<file path="config.mk">
export PLATFORM = sky130hd
export DESIGN_NAME = dms_dev_flat
export DESIGN_NICKNAME = d
export VERILOG_FILES = /design/src/dms_pkg.sv /design/src/dms_link_if.sv /design/src/dms_dev.sv /design/src/flat_wrapper.sv
export VERILOG_INCLUDE_DIRS = /design/src /design/src/src
export SDC_FILE = /design/constraint.sdc
export NUM_CORES = 2
export LEC_CHECK = 0
export BUFFER_PORTS_ARGS = -buffer_cell sky130_fd_sc_hd__buf_2
export CAP_MARGIN = 40
export CELL_PAD_IN_SITES_DETAIL_PLACEMENT = 0
export CELL_PAD_IN_SITES_GLOBAL_PLACEMENT = 1
export CORE_ASPECT_RATIO = 1.1
export CORE_MARGIN = 10
export CORE_UTILIZATION = 45
export DETAILED_ROUTE_END_ITERATION = 6
export PLACE_DENSITY_LB_ADDON = 0.1
export SYNTH_ARGS = -nofsm -noshare
export SYNTH_HDL_FRONTEND = slang
export SYNTH_SLANG_ARGS = --single-unit
export TNS_END_PERCENT = 10
</file>
<file path="constraint.sdc">
create_clock -name sys_clk_in -period 19.5 [get_ports sys_clk_in]
set_input_delay 5.85 -clock sys_clk_in [delete_from_list [all_inputs] [get_ports sys_clk_in]]
set_output_delay 5.85 -clock sys_clk_in [all_outputs]
set_load 0.05 [all_outputs]
</file>
<file path="src/dms_consts.svh">
`ifndef DMS_CONSTS_SVH
`define DMS_CONSTS_SVH

// Link clock divider: one link period per 24 sample clocks
`define DMS_DIV_RATIO      5'd24
`define DMS_DIV_HALF       5'd12

// Register indices on the control port
`define DMS_REG_CTL1       8'h00
`define DMS_REG_CTL2       8'h01
`define DMS_REG_FTW        8'h04
`define DMS_REG_MODB       8'h05
`define DMS_REG_MODA       8'h06
`define DMS_REG_RLOW       8'h07
`define DMS_REG_RHIGH      8'h08
`define DMS_REG_RSTEP_UP   8'h09
`define DMS_REG_RSTEP_DN   8'h0a
`define DMS_REG_RRATE      8'h0b
`define DMS_REG_PROF_F0    8'h0e
`define DMS_REG_PROF_PA0   8'h16

// Control bit positions
`define DMS_CTL1_AMP_KEY   8
`define DMS_CTL2_PROF_EN   23
`define DMS_CTL2_PAR_EN    22
`define DMS_CTL2_RDEST_HI  21
`define DMS_CTL2_RDEST_LO  20
`define DMS_CTL2_RAMP_EN   19
`define DMS_CTL2_MOD_EN    16

// Ramp destination codes
`define DMS_DEST_FREQ      2'd0
`define DMS_DEST_PHASE     2'd1
`define DMS_DEST_AMP       2'd2

// Parallel word split codes on the function pins
`define DMS_FN_FREQ        2'd0
`define DMS_FN_PHASE       2'd1
`define DMS_FN_AMP         2'd2
`define DMS_FN_POLAR       2'd3

`define DMS_RST_WORD       32'h0000_0000
`define DMS_AMP_FULL       12'hfff

`endif

</file>
<file path="src/dms_pkg.sv">
package dms_pkg;

   typedef struct packed {
      logic        dir;
      logic        hold;
      logic [2:0]  psel;
      logic [1:0]  func;
      logic [31:0] data;
      logic        wr;
      logic [7:0]  addr;
      logic [31:0] wdata;
   } dms_lin_t;

   typedef struct packed {
      logic [4:0]       div;
      logic             sclk;
      logic             tick;
      dms_lin_t         s1;
      dms_lin_t         s2;
      logic [31:0]      ctl1;
      logic [31:0]      ctl2;
      logic [31:0]      frequency_tuning_word;
      logic [31:0]      modb;
      logic [31:0]      moda;
      logic [31:0]      rlow;
      logic [31:0]      rhigh;
      logic [31:0]      rup;
      logic [31:0]      rdn;
      logic [31:0]      rrate;
      logic [7:0][31:0] prof_f;
      logic [7:0][31:0] prof_pa;
      logic [31:0]      racc;
      logic [15:0]      rcnt;
      logic             rlim;
      logic [31:0]      aux;
      logic             mcarry;
      logic [31:0]      pacc;
      logic [31:0]      freq;
      logic [15:0]      phase;
      logic [11:0]      amp;
   } dms_dev_st_t;

   typedef struct packed {
      logic             sc1;
      logic             sc2;
      logic             sc3;
      logic             lim1;
      logic             lim2;
      logic             dir;
      logic             hold;
      logic [2:0]       psel;
      logic [1:0]       func;
      logic [31:0]      data;
      logic             wr;
      logic [7:0]       addr;
      logic [31:0]      wdata;
      logic             cfg_busy;
      logic [7:0]       cfg_addr;
      logic [31:0]      cfg_data;
      logic             cfg_rdy;
      logic [1:0][31:0] buf_mem;
      logic             buf_head;
      logic [1:0]       buf_cnt;
      logic             word_rdy;
      logic             lim;
   } dms_host_st_t;

endpackage

</file>
<file path="src/dms_link_if.sv">
`timescale 1ns/10ps
interface dms_link_if;
   logic        sync_clk;
   logic        ramp_direction;
   logic        ramp_hold;
   logic        ramp_limit_flag;
   logic [2:0]  profile_select;
   logic [1:0]  func_pins;
   logic [31:0] par_data;
   logic        cfg_wr;
   logic [7:0]  cfg_addr;
   logic [31:0] cfg_wdata;

   modport dev (
      output sync_clk,
      output ramp_limit_flag,
      input  ramp_direction,
      input  ramp_hold,
      input  profile_select,
      input  func_pins,
      input  par_data,
      input  cfg_wr,
      input  cfg_addr,
      input  cfg_wdata
   );

   modport host (
      input  sync_clk,
      input  ramp_limit_flag,
      output ramp_direction,
      output ramp_hold,
      output profile_select,
      output func_pins,
      output par_data,
      output cfg_wr,
      output cfg_addr,
      output cfg_wdata
   );
endinterface

</file>
<file path="src/dms_dev.sv">
`timescale 1ns/10ps
`include "dms_consts.svh"
module dms_dev (
   input  wire logic        sys_clk_in,
   input  wire logic        sys_rst_in,
   dms_link_if.dev          link,
   output logic [31:0]      core_freq_out,
   output logic [15:0]      core_phase_out,
   output logic [11:0]      core_amp_out,
   output logic [31:0]      phase_acc_out,
   output logic             ramp_limit_out
);
   import dms_pkg::*;

   dms_dev_st_t q;
   dms_dev_st_t d;

   // Does the parallel word carry the given parameter under this split
   function automatic logic par_hits(input logic [1:0] fn, input logic [1:0] dest);
      logic hit;
      hit = 1'b0;
      unique case (dest)
         `DMS_DEST_FREQ:  hit = (fn == `DMS_FN_FREQ);
         `DMS_DEST_PHASE: hit = (fn == `DMS_FN_PHASE) || (fn == `DMS_FN_POLAR);
         `DMS_DEST_AMP:   hit = (fn == `DMS_FN_AMP) || (fn == `DMS_FN_POLAR);
         default:         hit = 1'b0;
      endcase
      return hit;
   endfunction

   logic        mod_en;
   logic        ramp_en;
   logic        prof_en;
   logic        par_en;
   logic        amp_key;
   logic [1:0]  rdest;
   logic        ramp_f;
   logic        ramp_p;
   logic        ramp_a;
   logic [31:0] pf;
   logic [31:0] ppa;
   logic [15:0] par_ph;
   logic [11:0] par_am;
   logic [32:0] up_sum;
   logic [32:0] dn_dif;
   logic [32:0] aux_sum;

   always_comb begin
      mod_en  = q.ctl2[`DMS_CTL2_MOD_EN];
      ramp_en = q.ctl2[`DMS_CTL2_RAMP_EN] && !mod_en;
      prof_en = q.ctl2[`DMS_CTL2_PROF_EN];
      par_en  = q.ctl2[`DMS_CTL2_PAR_EN];
      amp_key = q.ctl1[`DMS_CTL1_AMP_KEY];
      rdest   = q.ctl2[`DMS_CTL2_RDEST_HI:`DMS_CTL2_RDEST_LO];
      ramp_f  = ramp_en && (rdest == `DMS_DEST_FREQ);
      ramp_p  = ramp_en && (rdest == `DMS_DEST_PHASE);
      ramp_a  = ramp_en && (rdest == `DMS_DEST_AMP);
      pf      = q.prof_f[q.s2.psel];
      ppa     = q.prof_pa[q.s2.psel];
      // Polar split puts phase in the high half, amplitude below it
      par_ph  = q.s2.data[31:16];
      par_am  = (q.s2.func == `DMS_FN_POLAR) ? q.s2.data[15:4] : q.s2.data[31:20];
      up_sum  = {1'b0, q.racc} + {1'b0, q.rup};
      dn_dif  = {1'b0, q.racc} - {1'b0, q.rdn};
      aux_sum = {1'b0, q.aux} + {1'b0, q.moda};
   end

   always_comb begin
      d = q;
      ////////////////////////////////////////////////////////////////////////
      // Port clock generation and input capture
      d.div  = (q.div == `DMS_DIV_RATIO - 5'd1) ? 5'd0 : q.div + 5'd1;
      d.sclk = (d.div < `DMS_DIV_HALF);
      d.tick = (q.div == `DMS_DIV_RATIO - 5'd1);
      d.s1.dir   = link.ramp_direction;
      d.s1.hold  = link.ramp_hold;
      d.s1.psel  = link.profile_select;
      d.s1.func  = link.func_pins;
      d.s1.data  = link.par_data;
      d.s1.wr    = link.cfg_wr;
      d.s1.addr  = link.cfg_addr;
      d.s1.wdata = link.cfg_wdata;
      d.s2   = q.s1;

      ////////////////////////////////////////////////////////////////////////
      // Everything down to the phase accumulator acts once per port clock rising edge
      if (q.tick) begin
         if (q.s2.wr) begin
            unique case (q.s2.addr)
               `DMS_REG_CTL1:      d.ctl1  = q.s2.wdata;
               `DMS_REG_CTL2:      d.ctl2  = q.s2.wdata;
               `DMS_REG_FTW:       d.frequency_tuning_word   = q.s2.wdata;
               `DMS_REG_MODB:      d.modb  = q.s2.wdata;
               `DMS_REG_MODA:      d.moda  = q.s2.wdata;
               `DMS_REG_RLOW:      d.rlow  = q.s2.wdata;
               `DMS_REG_RHIGH:     d.rhigh = q.s2.wdata;
               `DMS_REG_RSTEP_UP:  d.rup   = q.s2.wdata;
               `DMS_REG_RSTEP_DN:  d.rdn   = q.s2.wdata;
               `DMS_REG_RRATE:     d.rrate = q.s2.wdata;
               default: begin
                  if (q.s2.addr >= `DMS_REG_PROF_F0 && q.s2.addr < `DMS_REG_PROF_PA0) begin
                     d.prof_f[q.s2.addr[2:0] - 3'd6] = q.s2.wdata;
                  end else if (q.s2.addr >= `DMS_REG_PROF_PA0
                               && q.s2.addr < `DMS_REG_PROF_PA0 + 8'd8) begin
                     d.prof_pa[q.s2.addr[2:0] - 3'd6] = q.s2.wdata;
                  end
               end
            endcase
         end

         // Ramp generator; rate counts port clocks between steps
         if (!ramp_en) begin
            d.racc = q.rlow;
            d.rcnt = 16'h0000;
            d.rlim = 1'b0;
         end else if (!q.s2.hold) begin
            if (q.rcnt == 16'h0000) begin
               if (q.s2.dir) begin
                  d.rcnt = q.rrate[15:0];
                  d.racc = (up_sum[32] || up_sum[31:0] >= q.rhigh) ? q.rhigh : up_sum[31:0];
               end else begin
                  d.rcnt = q.rrate[31:16];
                  d.racc = (dn_dif[32] || dn_dif[31:0] <= q.rlow) ? q.rlow : dn_dif[31:0];
               end
            end else begin
               d.rcnt = q.rcnt - 16'h0001;
            end
         end
         // Flag follows position, so a ramp held at a limit still shows it
         d.rlim = ramp_en && ((d.racc == q.rhigh) || (d.racc == q.rlow));

         // Source selection, highest precedence first
         if (mod_en) begin
            d.freq = q.frequency_tuning_word;
         end else if (ramp_f) begin
            d.freq = q.racc;
         end else if (prof_en) begin
            d.freq = pf;
         end else if (par_en && par_hits(q.s2.func, `DMS_DEST_FREQ)) begin
            d.freq = q.s2.data;
         end else begin
            d.freq = pf;
         end

         if (ramp_p) begin
            d.phase = q.racc[31:16];
         end else if (prof_en) begin
            d.phase = ppa[15:0];
         end else if (par_en && par_hits(q.s2.func, `DMS_DEST_PHASE)) begin
            d.phase = par_ph;
         end else begin
            d.phase = ppa[15:0];
         end

         // Without amplitude keying the scaler sits at full scale
         if (!amp_key) begin
            d.amp = `DMS_AMP_FULL;
         end else if (ramp_a) begin
            d.amp = q.racc[31:20];
         end else if (prof_en) begin
            d.amp = ppa[27:16];
         end else if (par_en && par_hits(q.s2.func, `DMS_DEST_AMP)) begin
            d.amp = par_am;
         end else begin
            d.amp = ppa[27:16];
         end
      end

      ////////////////////////////////////////////////////////////////////////
      // Phase accumulator with modulus carry, every sample clock
      // A, B assumed legal (A < B, B >= 2) while modulus is on
      d.mcarry = 1'b0;
      if (mod_en) begin
         if (aux_sum >= {1'b0, q.modb}) begin
            d.aux    = 32'(aux_sum - {1'b0, q.modb});
            d.mcarry = 1'b1;
         end else begin
            d.aux = aux_sum[31:0];
         end
      end else begin
         d.aux = `DMS_RST_WORD;
      end
      d.pacc = q.pacc + q.freq + {31'd0, q.mcarry};

      if (sys_rst_in) begin
         d = '0;
         d.amp = `DMS_AMP_FULL;
         // Wrap on the first edge out of reset, so the first high phase is full length
         d.div = `DMS_DIV_RATIO - 5'd1;
      end
   end

   always_ff @(posedge sys_clk_in) begin
      q <= d;
   end

   assign link.sync_clk        = q.sclk;
   assign link.ramp_limit_flag = q.rlim;
   assign core_freq_out        = q.freq;
   assign core_phase_out       = q.phase;
   assign core_amp_out         = q.amp;
   assign phase_acc_out        = q.pacc;
   assign ramp_limit_out       = q.rlim;
endmodule

</file>
<file path="src/flat_wrapper.sv">
// flat-port wrapper written by rule: the top's interface ports become plain ports
module dms_dev_flat import dms_pkg::*;
  (sys_clk_in, sys_rst_in, core_freq_out, core_phase_out, core_amp_out, phase_acc_out, ramp_limit_out, link_sync_clk, link_ramp_limit_flag, link_ramp_direction, link_ramp_hold, link_profile_select, link_func_pins, link_par_data, link_cfg_wr, link_cfg_addr, link_cfg_wdata);
  dms_link_if link_i ();
  input  wire logic sys_clk_in;
  input  wire logic sys_rst_in;
  output logic [31:0] core_freq_out;
  output logic [15:0] core_phase_out;
  output logic [11:0] core_amp_out;
  output logic [31:0] phase_acc_out;
  output logic ramp_limit_out;
  output wire logic [$bits(link_i.sync_clk)-1:0] link_sync_clk;
  output wire logic [$bits(link_i.ramp_limit_flag)-1:0] link_ramp_limit_flag;
  input wire logic [$bits(link_i.ramp_direction)-1:0] link_ramp_direction;
  input wire logic [$bits(link_i.ramp_hold)-1:0] link_ramp_hold;
  input wire logic [$bits(link_i.profile_select)-1:0] link_profile_select;
  input wire logic [$bits(link_i.func_pins)-1:0] link_func_pins;
  input wire logic [$bits(link_i.par_data)-1:0] link_par_data;
  input wire logic [$bits(link_i.cfg_wr)-1:0] link_cfg_wr;
  input wire logic [$bits(link_i.cfg_addr)-1:0] link_cfg_addr;
  input wire logic [$bits(link_i.cfg_wdata)-1:0] link_cfg_wdata;
  assign link_sync_clk = link_i.sync_clk;
  assign link_ramp_limit_flag = link_i.ramp_limit_flag;
  assign link_i.ramp_direction = link_ramp_direction;
  assign link_i.ramp_hold = link_ramp_hold;
  assign link_i.profile_select = link_profile_select;
  assign link_i.func_pins = link_func_pins;
  assign link_i.par_data = link_par_data;
  assign link_i.cfg_wr = link_cfg_wr;
  assign link_i.cfg_addr = link_cfg_addr;
  assign link_i.cfg_wdata = link_cfg_wdata;
  dms_dev u_core (.sys_clk_in(sys_clk_in), .sys_rst_in(sys_rst_in), .link(link_i), .core_freq_out(core_freq_out), .core_phase_out(core_phase_out), .core_amp_out(core_amp_out), .phase_acc_out(phase_acc_out), .ramp_limit_out(ramp_limit_out));
endmodule
</file>
# [Word level (Yosys, flattened, before mapping)]
# Index checks and enable logic that the tools add are counted.
[word_totals] word_cells=173 input_bits=82 reg_bits=1142
[op_classes] bitwise=3 magnitude_cmp=11 n_eq_ne=18 muxes=42 addsub=9 reduce_logical=36
[ops] cell="bitwise mux 256 bit" n=2
[ops] cell="2-to-1 mux 32 bit" n=10
[ops] cell="binary-select mux 32 bit (select 3 bit)" n=2
[ops] cell="2-to-1 mux 48 bit" n=4
[ops] cell="demux 32 bit (select 3 bit)" n=1
[ops] cell="adder 32 x 32 -> 33 bit" n=2
[ops] cell="equality test 32 bit" n=2
[ops] cell="2-to-1 mux 16 bit" n=4
[ops] cell="2-to-1 mux 12 bit" n=5
[ops] cell=">= comparator 33 x 32 -> 1 bit" n=1
[ops] cell="subtractor 32 x 32 -> 33 bit" n=1
[ops] cell="adder 32 x 1 -> 32 bit" n=1
[ops] cell="adder 32 bit" n=1
[ops] cell="equality test 8 x 3 -> 1 bit, second input constant" n=4
[ops] cell="equality test 8 x 4 -> 1 bit, second input constant" n=4
[ops] cell=">= comparator 32 bit" n=1
[ops] cell="<= comparator 32 bit" n=1
[ops] cell="subtractor 32 bit" n=1
[ops] cell="AND reduction 3 bit" n=10
[ops] cell="2-to-1 mux 28 bit" n=1
[ops] cell="logical NOT 16 bit" n=1
[ops] cell="less-than comparator 8 x 5 -> 1 bit, second input constant" n=2
[ops] cell="subtractor 16 x 1 -> 16 bit, second input constant" n=1
[ops] cell="2-to-1 mux 1 bit" n=12
[ops] cell="other kinds (24)" n=45

# [Logic depth before layout (Yosys ltp)]
[logic_depth] depth_word=12 depth_mapped=33 depth_no_buf=29

# [Worst setup path before layout]
# OpenSTA, ideal clock, no wires.
[synth_timing] kind="input to register" from="input port sys_rst_in" to="register u_core.q (netlist bit u_core.link.ramp_limit_flag)" path_buffers=1 t_arrival_ns=8.308 setup_time_ns=0.087 setup_slack_ns=11.105 cell_stages=12 required_time_ns=19.413 path_cell_list="clkbuf_1 -> a2111oi_4 -> o211ai_1 -> a21oi_1 -> o311ai_0 -> or4_1 -> a2111o_1 -> a2111oi_2 -> nand4_1 -> a2111oi_2 -> a31oi_1 -> o31ai_1"
[synth_rtl] item="from (decl)" line_no="flat_wrapper.sv:6" source="input wire logic sys_rst_in;"
[synth_rtl] item="to (signal assigned)" line_no="dms_dev.sv:194" source="q <= d;"
[synth_rtl] item="to (decl)" line_no="dms_dev.sv:15" source="dms_dev_st_t q;"

# [Worst setup path in the final report]
[layout_timing] from="register u_core.q[143] (netlist bit)" to="register u_core.q (netlist bit u_core.link.ramp_limit_flag)"
[layout_via] elab_chain_len=12 word_cells_on_any_way=17 classes_between="2 x add/sub; 2 x order compare; 2 x eq/ne; 7 x mux; 4 x reduce/logical"
[layout_lines] item="subtractor 32 x 32 -> 33 bit or adder 32 x 32 -> 33 bit (tied branches)" line_no="dms_dev.sv:64, dms_dev.sv:63"
[layout_lines] item="<= comparator 32 bit or >= comparator 32 bit (tied branches)" line_no="dms_dev.sv:123, dms_dev.sv:120"
[layout_lines] item="logical OR 1 bit, on equally long branches" line_no="dms_dev.sv:123, dms_dev.sv:120"
[layout_lines] item="2-to-1 mux 32 bit, on equally long branches" line_no="dms_dev.sv:123, dms_dev.sv:120"
[layout_lines] item="2-to-1 mux 48 bit" line_no="dms_dev.sv:118" source="if (q.s2.dir) begin"
[layout_lines] item="2-to-1 mux 32 bit" line_no="dms_dev.sv:117" source="if (q.rcnt == 16'h0000) begin"
[layout_lines] item="2-to-1 mux 48 bit (*)" line_no="dms_dev.sv:116" source="end else if (!q.s2.hold) begin"
[layout_lines] item="2-to-1 mux 48 bit (*)" line_no="dms_dev.sv:112" source="if (!ramp_en) begin"
[layout_lines] item="2-to-1 mux 48 bit (*)" line_no="dms_dev.sv:87" source="if (q.tick) begin"
[layout_lines] item="equality test 32 bit" line_no="dms_dev.sv:130" source="d.rlim = ramp_en && ((d.racc == q.rhigh) || (d.racc == q.rlow));"
[layout_lines] item="logical OR 1 bit (*)" line_no="dms_dev.sv:130"
[layout_lines] item="logical AND 1 bit (*)" line_no="dms_dev.sv:130"
# Mark *: on every way between the ends. The rest lies on a longest branch, timed or not. The select of a mux whose other input is x is not followed.
# A chain may end at the register's enable or synchronous reset.

==> flow_summary.yaml <==
critical_path:
  required_ns: 20.17
  crit_arrival_ns: 9.06
  startpoint_type: "register"
  crit_path_start: "u_core.q[143]"
  reg2reg_from: "u_core.q[143]"
  critPathMaxFanout: 10
  cp-end-kind: "register"
  path_class: "register to register"
  cp_slowest_cell: "a2111oi_0"
  cpPeakStageDelay_ns: 0.85
yosys:
  avgSynthCellArea_um2: 7.97
  yosysWarningCount: 0
  synth_ff_type: "dfxtp_1"
  yosys.area.top_type: "dfxtp_1"
  ys_seq_area_share_pct: 38.9
  synth_top_cell_area_share_pct: 38.9
  synth_edf_count: 0
  synth_seq_cells: 1084
  netlist-cell-type-count: 93
  async_reset_ff_share_pct: 0
  synth_area_leaders: "dfxtp_1 (39%), nand2_1 (12%), a21oi_1 (9.3%)"
  synth_nets: 7307
  syn_area_um2: 55800
  netlist_instances: 6995
hold_path:
  hold_path_class: "register to register"
  hold_start: "u_core.q[1118]"
sta:
  worst_slew_pin_slew_ns: 1.05
  whs_ns: 0.433
  hold_violations: 0
  slew_violations: 0
  grt_setup_unrepaired: "no"
  setup_viol: 0
  slew_headroom_pct: 29.7
  finalCritPeriodShare_pct: 43.0
  fmax_ghz: 0.119
  fin_tns_setup_ns: 0
  period_needed_ns: 8.39
  finalClockSkew_ns: 0.0501
power:
  total_power_mw: 6.58
  powerDensity_nw_per_um2: 106
  leakagePower_nw: 22.5
  peakVddDrop_v: 0.000149
floorplanning:
  dieHeight_um: 389
  ioPinCount: 177
  die_x_um: 356
  rows: 135
  initial_utilization_pct: 45.3
  coreArea_um2: 123000
  die_area_um2: 138000
routing:
  dr_total_vias: 50423
  drt-total-wl_mm: 220
  drt-initial-drc-count: 5807
  routedWlPerCell_um: 25.7
  drc: 0
  ant_nets: 0
  dr.pass1.iters: 6
  vias_per_cell: 5.88
placed_design:
  portBuffers: 176
  dpl.hpwl_mm: 148
  dpl_cell_area_um2: 57500
  place.gp.congestion: 1.07
layout:
  drive_above_1_share_pct: 10.8
  fillCellCount: 11950
  nNetsFinal: 7137
  design_area_um2: 61800
  syn_to_final_growth_pct: 10.8
flow_run:
  max_cap_viol_count: 0
clock_network:
  cts_root_buf: "clkbuf_16"
  cts.sinks: 1084
  cts_max_level: 3
  cts.clk_slew.worst_paths_ns: 0.06
  post_cts_resized: 0
  clockBufferDepth: 3
  cts_buffers: 116
  clk_latency_ns: 0.76
  tritoncts: "yes"
  cts_hold_buf: 0
  cts_setup_buffers: 0
global_route:
  grt_pass1_vias: 46560
  grt_max_degree: 216
  antenna_found_initial: 16
  track_usage_pct: 30.3
  gr-total-overflow: 0
  grt_pass1_wl_mm: 318
run_status:
  status: "complete, no violations"
==> critical path, delay by kind of cell (launching register included) <==
| family | cells | cell delay [ns] |
|---|---|---|
| compound gates | 16 | 5.60 |
| xor+xnor | 2 | 0.47 |
| fa+ha+maj | 2 | 0.71 |
| flops | 1 | 0.65 |
| simple gates | 5 | 0.85 |
==> stage by stage <==
| stage | worst slack, ns | util (%) | instances |
|---|---|---|---|
| 3_5_place_dp | 10.46 | 46.7 | 8350 |
| 4_1_cts | 11.25 | 50.2 | 8568 |
| 2_1_floorplan | 11.11 | - | 6995 |
| 5_1_grt | 10.57 | 50.2 | 8569 |
| 6_report | 11.11 | 50.2 | 8570 |
| 3_3_place_gp | 10.10 | 46.4 | 8331 |
==> sequential cells by signal (all words and copies together) (netlist names) <==
register	flops
u_core.amp_key	1
u_core.phase_acc_out	32
u_core.core_freq_out	32
u_core.core_phase_out	16
u_core.par_ph	16
u_core.par_en	1
u_core.q	970
u_core.core_amp_out	12
u_core.link.sync_clk	1
u_core.link.ramp_limit_flag	1
u_core.prof_en	1
u_core.mod_en	1
==> cell type report <==
| class | instances | area, µm² | share of cell area [%] |
|---|---|---|---|
| antenna | 1 | 2.50 | 0.00405 |
| clock buffer | 158 | 3350 | 5.43 |
| clock inverter | 60 | 941 | 1.52 |
| inverter | 193 | 724 | 1.17 |
| multi-input combinational | 5115 | 30800 | 49.8 |
| sequential | 1084 | 21700 | 35.2 |
| tap | 1644 | 2060 | 3.33 |
| timing repair buffer | 315 | 2180 | 3.52 |
==> cells in the final DEF, fill, tap and decap left out, types with 15 or more instances in the layout <==
master     Yosys  final
and3_1        37     37
buf_2          7    176
nor2b_1      188    187
nand2b_1      22     20
o21a_1        24     24
nand2_1     1726   1724
a21oi_1     1031   1031
a21o_1        72     72
buf_4         94    119
mux2i_1      161    161
o31ai_1       16     16
nand3_1       77     77
and2_1        25     25
nor3_1        66     62
mux2_2        18     18
a211oi_1     104    104
xnor2_1      106    106
mux4_2       120    120
bufinv_16      0     21
xor2_1        57     57
nor2_1       368    346
clkbuf_1     466     15
o21ai_0      180    179
o211ai_1      47     47
a31oi_1       26     26
or2_2         27     27
clkinv_2       0     17
nor2_2         0     20
or3_1         35     35
clkbuf_8       0     25
o21bai_1      21     21
inv_1        192    192
ha_1         224    224
nor4_1        16     16
a221oi_1      21     21
dfxtp_1     1084   1073
clkbuf_16      0    118
nand4_1       50     50
o22ai_1       16     16
==> kinds of logic (layout without fill, tap and decap cells) <==
kind of cell	after synthesis	after routing	share of synthesized area [%]
xor+xnor	164	164	2.60
flops	1084	1084	38.9
buf+inv	796	726	6.07
fa+ha+maj	230	230	5.24
compound gates	1735	1735	18.4
mux	299	299	8.10
other cells	0	1	0
simple gates	2687	2687	20.6
==> Yosys cell counts, drive strengths merged, types with 16 or more instances <==
cell type,number
nand2,1726
dfxtp,1084
a21oi,1031
clkbuf,473
nor2,368
ha,224
inv,192
nor2b,188
o21ai,184
mux2i,161
buf,130
mux4,120
xnor2,106
a211oi,104
nand3,77
a21o,72
nor3,66
xor2,57
nand4,50
o211ai,49
and3,37
or3,35
or2,28
a31oi,26
and2,25
o21a,25
nand2b,22
a221oi,21
o21bai,21
mux2,18
a2111oi,17
nor4,17
o22ai,16
o31ai,16
==> where the power goes <==
part / internal [mW] / switching, mW
logic: 0.578 / 1.22
registers: 2.25 / 0.0518
clock network: 1.48 / 0.987
==> per-layer routing <==
metal,part of all wire (%),track usage (%)
met5,0.035,0
met4,5.7,15.8
met3,8.1,5.18
met2,44,46.8
met1,42,40.4
==> final timing paths <==
kind	endpoint	slack, ns	depth (start not counted)
worst max register to register	u_core.link.ramp_limit_flag	11.11	25
worst min-delay path	u_core.q[1038]	0.43	1
worst min register to register	u_core.q[1038]	0.43	1
worst max-delay path	u_core.link.ramp_limit_flag	11.11	25
Note: power is estimated with default switching activity, not from simulation.
